--- src/pkg/tvdac_pkg.sv ---
package tvdac_pkg;
  localparam int unsigned PIX_W = 10;
  localparam int unsigned FIFO_DEPTH = 32;
  localparam int unsigned WORD_W = 3 * PIX_W + 2;
  // Field positions inside one buffered pixel word
  localparam int unsigned FLD_BLANK = 0;
  localparam int unsigned FLD_SYNC = 1;
  localparam int unsigned FLD_BLUE_LSB = 2;
  localparam int unsigned FLD_GREEN_LSB = FLD_BLUE_LSB + PIX_W;
  localparam int unsigned FLD_RED_LSB = FLD_GREEN_LSB + PIX_W;
  // Pipeline stages from capture edge to converter outputs
  localparam int unsigned PIPE_STAGES = 1;
  localparam int unsigned CLK_PERIOD_NS = 10;
  localparam int unsigned MAX_PIXEL_RATE_MPS = 150;
  // Values after reset
  localparam logic [PIX_W-1:0] RST_PIX = 10'h000;
  localparam logic RST_PEDESTAL = 1'b0;
  localparam logic RST_SYNC_SRC = 1'b0;
  localparam logic RST_VALID = 1'b0;
  localparam logic RST_READY = 1'b0;
  localparam logic [1:0] RST_SYNC_CHAIN = 2'h0;
endpackage : tvdac_pkg

--- src/design/tvdac_fifo.sv ---
module tvdac_fifo #(
  parameter int unsigned WIDTH = tvdac_pkg::WORD_W,
  parameter int unsigned DEPTH = tvdac_pkg::FIFO_DEPTH
) (
  input wire logic clk,
  input wire logic rst_n,
  input wire logic in_valid,
  output logic in_ready,
  input wire logic [WIDTH-1:0] in_data,
  output logic out_valid,
  input wire logic out_ready,
  output logic [WIDTH-1:0] out_data
);
  localparam int unsigned AW = (DEPTH > 1) ? $clog2(DEPTH) : 1;
  localparam logic [AW:0] DEPTH_C = (AW + 1)'(DEPTH);
  localparam logic [AW-1:0] LAST_C = AW'(DEPTH - 1);

  logic [WIDTH-1:0] mem_q [DEPTH];
  logic [AW-1:0] wr_ptr_q;
  logic [AW-1:0] rd_ptr_q;
  logic [AW:0] count_q;
  logic [AW:0] count_d;
  logic ready_q;
  logic push;
  logic pop;

  // Ready is registered so the source sees a clean flop output
  assign push = in_valid && ready_q;
  assign pop = out_valid && out_ready;
  assign in_ready = ready_q;
  assign out_valid = (count_q != '0);
  assign out_data = mem_q[rd_ptr_q];

  always_comb begin
    count_d = count_q;
    if (push && !pop) begin
      count_d = count_q + (AW + 1)'(1);
    end else if (pop && !push) begin
      count_d = count_q - (AW + 1)'(1);
    end
  end

  always_ff @(posedge clk) begin
    if (push) begin
      mem_q[wr_ptr_q] <= in_data;
    end
  end

  always_ff @(posedge clk or negedge rst_n) begin
    if (!rst_n) begin
      wr_ptr_q <= '0;
      rd_ptr_q <= '0;
    end else begin
      if (push) begin
        wr_ptr_q <= (wr_ptr_q == LAST_C) ? '0 : wr_ptr_q + AW'(1);
      end
      if (pop) begin
        rd_ptr_q <= (rd_ptr_q == LAST_C) ? '0 : rd_ptr_q + AW'(1);
      end
    end
  end

  always_ff @(posedge clk or negedge rst_n) begin
    if (!rst_n) begin
      count_q <= '0;
      ready_q <= tvdac_pkg::RST_READY;
    end else begin
      count_q <= count_d;
      ready_q <= (count_d < DEPTH_C);
    end
  end
endmodule : tvdac_fifo

--- src/design/tvdac_input_stage.sv ---
// Contract
// - Red, green and blue 10-bit pixel words are captured on a rising clock edge where pix_valid and pix_ready are both high.
// - A captured low sync control switches the green sync current source off (sync tip).
// - A captured high sync control keeps the green sync current source on.
// - Sync is registered and delayed by the same stages as blanking and pixel words.
// - Sync steers only the green sync current and never touches pixel data or blanking.
// - A captured low blanking control ignores all pixel words and outputs blanking level.
// - While blanked the colour data contribution of all three outputs is zero.
// - Blanking is registered with the same pipeline latency as sync.
// - Captured values reach the converter outputs after one pipeline register stage.
// - Unblanked words ride on a pedestal; blanking disables both data and pedestal.
module tvdac_input_stage (
  input wire logic mclk,
  input wire logic rst_n,
  input wire logic [tvdac_pkg::PIX_W-1:0] red_pixel_word,
  input wire logic [tvdac_pkg::PIX_W-1:0] green_pixel_word,
  input wire logic [tvdac_pkg::PIX_W-1:0] blue_pixel_word,
  input wire logic sync_n,
  input wire logic blank_n,
  input wire logic pix_valid,
  output logic pix_ready,
  input wire logic dac_ready,
  output logic out_valid,
  output logic [tvdac_pkg::PIX_W-1:0] red_current_out,
  output logic [tvdac_pkg::PIX_W-1:0] green_current_out,
  output logic [tvdac_pkg::PIX_W-1:0] blue_current_out,
  output logic pedestal_on,
  output logic green_sync_on
);
  localparam int unsigned PW = tvdac_pkg::PIX_W;
  localparam int unsigned WW = tvdac_pkg::WORD_W;

  logic [1:0] rst_chain_q;
  logic rst_sync_n;
  logic [WW-1:0] cap_word;
  logic [WW-1:0] head_word;
  logic head_valid;
  logic fifo_in_ready;
  logic load;
  logic head_blank_n;
  logic head_sync_n;
  logic [PW-1:0] head_red;
  logic [PW-1:0] head_green;
  logic [PW-1:0] head_blue;
  logic [PW-1:0] red_d;
  logic [PW-1:0] green_d;
  logic [PW-1:0] blue_d;
  logic [PW-1:0] red_q;
  logic [PW-1:0] green_q;
  logic [PW-1:0] blue_q;
  logic pedestal_q;
  logic sync_src_q;
  logic valid_q;

  // Reset release through two flops; assertion stays asynchronous
  always_ff @(posedge mclk or negedge rst_n) begin
    if (!rst_n) begin
      rst_chain_q <= tvdac_pkg::RST_SYNC_CHAIN;
    end else begin
      rst_chain_q <= {rst_chain_q[0], 1'b1};
    end
  end
  assign rst_sync_n = rst_chain_q[1];

  // Pixel bus shares the pixel clock, so no synchroniser on it
  assign cap_word = {red_pixel_word, green_pixel_word, blue_pixel_word, sync_n, blank_n};

  // The buffer's storage is the capture register itself
  tvdac_fifo #(
    .WIDTH(WW),
    .DEPTH(tvdac_pkg::FIFO_DEPTH)
  ) u_fifo (
    .clk(mclk),
    .rst_n(rst_sync_n),
    .in_valid(pix_valid),
    .in_ready(fifo_in_ready),
    .in_data(cap_word),
    .out_valid(head_valid),
    .out_ready(dac_ready),
    .out_data(head_word)
  );

  assign pix_ready = fifo_in_ready;
  assign load = head_valid && dac_ready;

  assign head_blank_n = head_word[tvdac_pkg::FLD_BLANK];
  assign head_sync_n = head_word[tvdac_pkg::FLD_SYNC];
  assign head_red = head_word[tvdac_pkg::FLD_RED_LSB +: PW];
  assign head_green = head_word[tvdac_pkg::FLD_GREEN_LSB +: PW];
  assign head_blue = head_word[tvdac_pkg::FLD_BLUE_LSB +: PW];

  // Codes pass as unsigned binary; blanking forces the data term to zero
  always_comb begin
    red_d = head_red;
    green_d = head_green;
    blue_d = head_blue;
    if (!head_blank_n) begin
      red_d = '0;
      green_d = '0;
      blue_d = '0;
    end
  end

  // Output stage: one register after the capture edge
  always_ff @(posedge mclk or negedge rst_sync_n) begin
    if (!rst_sync_n) begin
      red_q <= tvdac_pkg::RST_PIX;
      green_q <= tvdac_pkg::RST_PIX;
      blue_q <= tvdac_pkg::RST_PIX;
    end else if (load) begin
      red_q <= red_d;
      green_q <= green_d;
      blue_q <= blue_d;
    end
  end

  // Pedestal follows blanking in the same stage as the data
  always_ff @(posedge mclk or negedge rst_sync_n) begin
    if (!rst_sync_n) begin
      pedestal_q <= tvdac_pkg::RST_PEDESTAL;
    end else if (load) begin
      pedestal_q <= head_blank_n;
    end
  end

  // Sync source ignores blanking on purpose; the source keeps sync inside blanking
  always_ff @(posedge mclk or negedge rst_sync_n) begin
    if (!rst_sync_n) begin
      sync_src_q <= tvdac_pkg::RST_SYNC_SRC;
    end else if (load) begin
      sync_src_q <= head_sync_n;
    end
  end

  // Valid pulses for one cycle after each load and drops while the converter stalls
  always_ff @(posedge mclk or negedge rst_sync_n) begin
    if (!rst_sync_n) begin
      valid_q <= tvdac_pkg::RST_VALID;
    end else begin
      valid_q <= load;
    end
  end

  assign red_current_out = red_q;
  assign green_current_out = green_q;
  assign blue_current_out = blue_q;
  assign pedestal_on = pedestal_q;
  assign green_sync_on = sync_src_q;
  assign out_valid = valid_q;

  // Helper: push into an empty buffer while the converter is ready
  logic bypass;
  assign bypass = pix_valid && pix_ready && !head_valid && dac_ready;

  property p_capture_edge;
    @(posedge mclk) disable iff (!rst_sync_n)
    (pix_valid && pix_ready) |=> head_valid;
  endproperty
  a_capture_edge: assert property (p_capture_edge)
    else $error("accepted pixel word not held in buffer");

  property p_sync_tip;
    @(posedge mclk) disable iff (!rst_sync_n)
    (load && !head_sync_n) |=> !green_sync_on;
  endproperty
  a_sync_tip: assert property (p_sync_tip)
    else $error("sync low did not switch green sync source off");

  property p_sync_on;
    @(posedge mclk) disable iff (!rst_sync_n)
    (load && head_sync_n) |=> green_sync_on;
  endproperty
  a_sync_on: assert property (p_sync_on)
    else $error("sync high did not keep green sync source on");

  property p_sync_latency;
    @(posedge mclk) disable iff (!rst_sync_n)
    bypass ##1 dac_ready |=>
      out_valid && (green_sync_on == $past(sync_n, 2));
  endproperty
  a_sync_latency: assert property (p_sync_latency)
    else $error("sync latency differs from one stage");

  property p_sync_no_data_effect;
    @(posedge mclk) disable iff (!rst_sync_n)
    (load && head_blank_n) |=>
      (red_current_out == $past(head_red)) && (green_current_out == $past(head_green))
      && (blue_current_out == $past(head_blue)) && pedestal_on;
  endproperty
  a_sync_no_data_effect: assert property (p_sync_no_data_effect)
    else $error("unblanked data altered");

  property p_blank_zero;
    @(posedge mclk) disable iff (!rst_sync_n)
    (load && !head_blank_n) |=>
      (red_current_out == '0) && (green_current_out == '0) && (blue_current_out == '0);
  endproperty
  a_blank_zero: assert property (p_blank_zero)
    else $error("blanked word left colour data on outputs");

  property p_blank_hold;
    @(posedge mclk) disable iff (!rst_sync_n)
    !pedestal_on |-> (red_current_out | green_current_out | blue_current_out) == '0;
  endproperty
  a_blank_hold: assert property (p_blank_hold)
    else $error("colour data present while blanked");

  property p_blank_latency;
    @(posedge mclk) disable iff (!rst_sync_n)
    bypass ##1 dac_ready |=> out_valid && (pedestal_on == $past(blank_n, 2))
      && (green_sync_on == $past(sync_n, 2));
  endproperty
  a_blank_latency: assert property (p_blank_latency)
    else $error("blank and sync latency differ");

  property p_one_stage;
    @(posedge mclk) disable iff (!rst_sync_n)
    (bypass && blank_n) ##1 dac_ready |=> (red_current_out == $past(red_pixel_word, 2))
      && (green_current_out == $past(green_pixel_word, 2))
      && (blue_current_out == $past(blue_pixel_word, 2));
  endproperty
  a_one_stage: assert property (p_one_stage)
    else $error("pixel did not reach outputs one stage after capture");

  property p_pedestal;
    @(posedge mclk) disable iff (!rst_sync_n)
    load |=> pedestal_on == $past(head_blank_n);
  endproperty
  a_pedestal: assert property (p_pedestal)
    else $error("pedestal does not follow blanking");

  property p_stall_hold;
    @(posedge mclk) disable iff (!rst_sync_n)
    !load |=> $stable(red_current_out) && $stable(pedestal_on) && $stable(green_sync_on);
  endproperty
  a_stall_hold: assert property (p_stall_hold)
    else $error("outputs changed without a load");

  property p_full_stall;
    @(posedge mclk) disable iff (!rst_sync_n)
    !pix_ready |-> head_valid || !$past(rst_sync_n);
  endproperty
  a_full_stall: assert property (p_full_stall)
    else $error("ready low with empty buffer");

  property p_out_pulse;
    @(posedge mclk) disable iff (!rst_sync_n)
    out_valid == $past(load);
  endproperty
  a_out_pulse: assert property (p_out_pulse)
    else $error("out_valid not a one-cycle answer to a load");

  property p_blank_keeps_sync;
    @(posedge mclk) disable iff (!rst_sync_n)
    (load && !head_blank_n) |=>
      green_sync_on == $past(head_sync_n);
  endproperty
  a_blank_keeps_sync: assert property (p_blank_keeps_sync)
    else $error("blanking altered the green sync source");

  // Reset keeps every output quiet until the synchronised release
  property p_reset_quiet;
    @(posedge mclk)
    !rst_sync_n |-> !out_valid && !pix_ready && !pedestal_on && !green_sync_on
      && ((red_current_out | green_current_out | blue_current_out) == '0);
  endproperty
  a_reset_quiet: assert property (p_reset_quiet)
    else $error("outputs active during reset");

  property p_ready_after_reset;
    @(posedge mclk) disable iff (!rst_sync_n)
    $rose(rst_sync_n) |=> pix_ready && !out_valid;
  endproperty
  a_ready_after_reset: assert property (p_ready_after_reset)
    else $error("buffer not open one edge after reset release");

  property p_empty_idle;
    @(posedge mclk) disable iff (!rst_sync_n)
    !head_valid |=> !out_valid;
  endproperty
  a_empty_idle: assert property (p_empty_idle)
    else $error("load from an empty buffer");

  // A full buffer stays closed until the converter takes a word
  property p_refuse_hold;
    @(posedge mclk) disable iff (!rst_sync_n)
    (!pix_ready && head_valid && !load) |=> !pix_ready;
  endproperty
  a_refuse_hold: assert property (p_refuse_hold)
    else $error("full buffer reopened without a load");

  c_sync_tip: cover property (@(posedge mclk) disable iff (!rst_sync_n)
    out_valid && !pedestal_on && !green_sync_on);
  c_active_video: cover property (@(posedge mclk) disable iff (!rst_sync_n)
    out_valid && pedestal_on && green_sync_on && (red_current_out == 10'h3FF));
  c_buffer_full: cover property (@(posedge mclk) disable iff (!rst_sync_n)
    pix_valid && !pix_ready);
  c_bypass: cover property (@(posedge mclk) disable iff (!rst_sync_n) bypass ##1 bypass);
  c_sync_low_video: cover property (@(posedge mclk) disable iff (!rst_sync_n)
    out_valid && pedestal_on && !green_sync_on);
endmodule : tvdac_input_stage

--- config.mk ---
export PLATFORM = sky130hd
export DESIGN_NAME = tvdac_input_stage
export DESIGN_NICKNAME = d
export VERILOG_FILES = /design/src/pkg/tvdac_pkg.sv /design/src/design/tvdac_fifo.sv /design/src/design/tvdac_input_stage.sv
export SDC_FILE = /design/constraint.sdc
export NUM_CORES = 1
export LEC_CHECK = 0
export BUFFER_PORTS_ARGS = -buffer_cell sky130_fd_sc_hd__buf_2
export CORE_MARGIN = 2
export CORE_UTILIZATION = 50
export CTS_BUF_LIST = sky130_fd_sc_hd__clkbuf_8
export DETAILED_ROUTE_END_ITERATION = 6
export PLACE_DENSITY = 0.68
export SLEW_MARGIN = 20
export SYNTH_ARGS = -nofsm -noshare
export SYNTH_HDL_FRONTEND = slang
export SYNTH_HIERARCHICAL = 1
export SYNTH_SLANG_ARGS = --single-unit
--- constraint.sdc ---
create_clock -name mclk -period 1.46 [get_ports mclk]
set_input_delay 0 -clock mclk [delete_from_list [all_inputs] [get_ports mclk]]
set_output_delay 0 -clock mclk [all_outputs]
set_load 0.05 [all_outputs]
==> run summary <==
In the final routed layout, each cell accounts on average for 32.4 um. After routing the design area is 55800 um^2. The DRC violation count after routing is 0. The number of maximum-capacitance violations came out at 0.

Entering global routing, the biggest net connects 51 pins. The static leakage came out at 20.6 nW. The final net count came out at 3172. The clock latency reported for the late side of the worst-skew pair is 0.88 ns. The worst hold path passes through 2 cells. The netlist area before placement came out at 42400 um^2. The detailed-routed wire length on met2 came out at 65.2 mm. The pre-antenna-repair detailed-routing pass consisted of 5 iterations. The first-pass GRT wire length is 189 mm. The fraction of final layout cells with drive strength greater than 1 is 28.9%. The power density over the cells came out at 1830 nW/um^2.

The pre-CTS worst setup slack is -0.734 ns. The post-synthesis instance total is 2490. The placement row count came out at 106. Leaving out fill and tap cells, the most frequent cell in the layout is edfxtp_1. In this run the critical register-to-register path is captured at green_current_out[3].

For this run, asynchronously set or reset flops after synthesis account for 4.83%. The primary flip-flop cell chosen by synthesis mapping is edfxtp_1. In this run, synthesis inferred 1024 flip-flops with an integrated enable. The routed length on met1 came out at 50.2 mm. The maximum single-stage delay on the critical path is 0.51 ns. The initial antenna violation count is 3. Routed signal wires occupy layers up through met5.

The required time of the worst setup path is 2.20 ns. The effective utilization at floorplan came out at 50.5%. The number of distinct library cells after synthesis is 46.

At the worst endpoint, the arrival time is 3.11 ns. The number of design-rule violations left by the first detailed-router iteration is 4086. The run finished, with violations left. The global router's overall resource usage is 30.9%. The critical-path maximum fanout came out at 19. The area added between synthesis and finish came out at 31.7%. From bottom edge to top edge, the die measures 295 um. The critical path is of the reg2reg type. The I/O pin count is 70. Leaving out filler cells and counting taps, the final layout contains 4405. The number of warnings issued by yosys came out at 6. The worst hold path begins at green_pixel_word[0]. The setup slack on the worst flop-to-flop path is -0.92 ns. The number of buffer cells added on primary ports is 69. The post-synthesis net count came out at 2538. The cell sitting at the root of the clock tree is a clkbuf_8. For the pin with the worst max-slew slack, the measured transition is 0.609 ns. The number of clock sinks is 1076. The flip-flop and latch count after synthesis is 1076.

After clock tree synthesis, the clock-pin slew on the worst setup and hold paths is 0.07 ns. The final reports fail on setup timing. Counting cells, the worst reg-to-reg path comes to 10. The number of slew-limit violations in the final report is 0. Fill cells in the final layout number 5302. Setup repair after global routing could not meet its margin everywhere.

The remaining max-slew budget at the tightest pin came out at 59.4%. The signal on the critical path passes through buf_6 -> buf_4 -> mux2i_1 -> a22o_1 -> nor3_2 -> a31oi_2 -> nand3_4 -> buf_12 -> nand4_1 -> o21ai_1. In this run the worst hold path is classified as in2reg. The cell with the biggest individual delay on the critical path is dfrtp_4.

The CTS H-tree depth is 4. Summed over all layers, the global routing overflow is 0. Leaving out fill and tap cells, the most frequent cells in the layout are edfxtp_1 (1024), mux2i_1 (505), clkbuf_8 (193). The core area came out at 83800 um^2.

After detailed routing, the number of vias per cell comes to 6.28. The total of endpoints with negative setup slack in the final report is 1104. edfxtp_1 takes more of the synthesized area than any other cell. The worst clock skew on the final layout came out at 0.0361 ns. Adding up every negative setup slack in the final design gives -380.82 ns. The via count is 27700. The proportion of netlist area held by the largest area contributor came out at 72.6%. The die boundary width is 295 um. The final count of hold timing violations came to 0. After detailed placement, the design holds a cell count of 3832.

The die covers 87100 um^2. Summed over all nets, the half-perimeter wirelength after detailed placement is 67.3 mm. The residual antenna-violating net count after detailed routing came out at 0. After synthesis, the cell types taking the most area are edfxtp_1 (73%), mux2i_1 (12%), dfrtp_1 (3.1%).

The met3 layer wire length in the routed design is 17.0 mm. The fraction of the cycle the final worst path needs came out at 163%. TritonCTS built the clock tree. The via count of the first global-routing pass was 26700.

Static timing analysis puts the maximum clock frequency at 0.421 GHz. After layout, the worst setup slack is -0.917 ns. The worst IR drop on VDD is 0.00138 V. STA classifies the critical path startpoint as a flop. The register area share after synthesis is 75.7%. The worst hold path terminates at u_fifo/mem_q[29][12]. The worst setup path is captured at a flop. The final layout contains routed wiring with a total length of 143 mm. The per-instance average area after synthesis is 17.0 um^2. The buffer depth of the longest clock path came out at 3. The placer congestion estimate came out at 0.824. The worst hold slack is 0.171 ns. The total clock buffers created by CTS is 168.

In this run the critical register-to-register path is launched from u_fifo/rd_ptr_q[1]. The post-route minimum period came out at 2.38 ns. The post-detailed-placement cell area came out at 47200 um^2.
==> layer usage <==
layer  up-vias  GRT usage (%)
met4         2           17.3
met5         -              0
met1     13900           40.0
met2      2123           48.0
met3       514           7.67
li1      11200              -
==> kinds of logic (layout without fill, tap and decap cells) <==
| group | count (synthesis) | count (layout) | share of synthesized area, % |
|---|---|---|---|
| multiplexers | 517 | 517 | 12.2 |
| XOR/XNOR | 2 | 2 | 0.0414 |
| AO/OA/AOI/OAI | 347 | 347 | 5.39 |
| flip-flops | 1076 | 1076 | 75.7 |
| buffers and inverters | 185 | 961 | 2.46 |
| AND/OR/NAND/NOR | 350 | 350 | 3.84 |
| other | 1 | 6 | 0.00885 |
| adder cells (fa/ha/maj) | 12 | 12 | 0.354 |
==> registers in the layout, summed over array words and instances, names as in the netlist, 2 cells and up, named ones only <==
name	count
blue_current_out	10
u_fifo/count_q	5
rst_chain_q	2
u_fifo/mem_q	1024
u_fifo/wr_ptr_q	5
green_current_out	10
red_current_out	10
u_fifo/rd_ptr_q	5
==> worst max-delay path by stage <==
stage | from | slack (ns) | cells after the start | end
2_1_floorplan | u_fifo/wr_ptr_q[2] | -0.44 | 3 | u_fifo/mem_q[24][0]
3_3_place_gp | u_fifo/rd_ptr_q[0] | -0.71 | 10 | red_current_out[4]
3_5_place_dp | u_fifo/rd_ptr_q[1] | -0.73 | 8 | green_sync_on
4_1_cts | u_fifo/rd_ptr_q[1] | -0.64 | 10 | red_current_out[0]
5_1_grt | u_fifo/rd_ptr_q[1] | -0.92 | 10 | green_current_out[3]
6_report | u_fifo/rd_ptr_q[1] | -0.92 | 10 | green_current_out[3]
==> per-stage QoR <==
| stage | total power, W | util [%] |
|---|---|---|
| after floorplan | 0.0567 | - |
| after global placement | 0.0697 | 56.4 |
| after detailed placement | 0.0702 | 56.4 |
| after CTS | 0.0986 | 65.5 |
| after global routing | 0.105 | 66.6 |
| final | 0.102 | 66.6 |
==> where the power goes <==
part	switching (W)	internal (W)	total [W]
Clock	0.0122	0.0124	0.0246
Sequential	0.00102	0.0357	0.0367
Combinational	0.0230	0.0179	0.0409
Total	0.0362	0.0660	0.102
==> cell type report <==
| class | count | area, um^2 | share of cell area (%) |
|---|---|---|---|
| multi-input cells | 1229 | 10100 | 18.2 |
| inverters | 39 | 164 | 0.294 |
| diodes | 5 | 12.5 | 0.0224 |
| clock buffers | 193 | 2660 | 4.76 |
| well taps | 1134 | 1420 | 2.54 |
| clock inverters | 119 | 608 | 1.09 |
| repair buffers | 610 | 8710 | 15.6 |
| flip-flops and latches | 1076 | 32100 | 57.5 |
==> cells in the mapped netlist, types with 2 or more instances <==
| cell type | count |
|---|---|
| edfxtp_1 | 1024 |
| mux2i_1 | 513 |
| nand2_1 | 119 |
| a21oi_1 | 102 |
| nand3_1 | 101 |
| a22oi_1 | 96 |
| a22o_1 | 64 |
| dfrtp_1 | 52 |
| buf_2 | 46 |
| nor2_1 | 42 |
| buf_4 | 41 |
| inv_1 | 38 |
| nor3_1 | 35 |
| clkbuf_1 | 34 |
| a31oi_1 | 32 |
| nand4_1 | 30 |
| o21ai_1 | 30 |
| buf_6 | 18 |
| o21ai_0 | 13 |
| ha_1 | 12 |
| buf_1 | 6 |
| and3_1 | 4 |
| nand2b_1 | 4 |
| nand3b_1 | 4 |
| o31ai_1 | 4 |
| mux2_2 | 2 |
| mux2_4 | 2 |
| nor2b_1 | 2 |
| or2_2 | 2 |
| or3_1 | 2 |
==> what timing repair did <==
item,CTS,global route
endpoints found under the hold margin,1073,0
resized for setup,254,94
cloned,62,19
buffers inserted,114,44
pin swaps,82,43
endpoints found under the setup margin,1106,1107
hold buffers,37,0
==> critical path: cells and delay by family, from the launching register on <==
kind	cells	cell delay, ns
muxes	1	0.14
AOI/OAI and AO/OA	3	0.57
and+or+nand+nor	3	0.49
DFF	1	0.51
buffers and inverters	3	0.53
(Power assumes the default switching activity.)
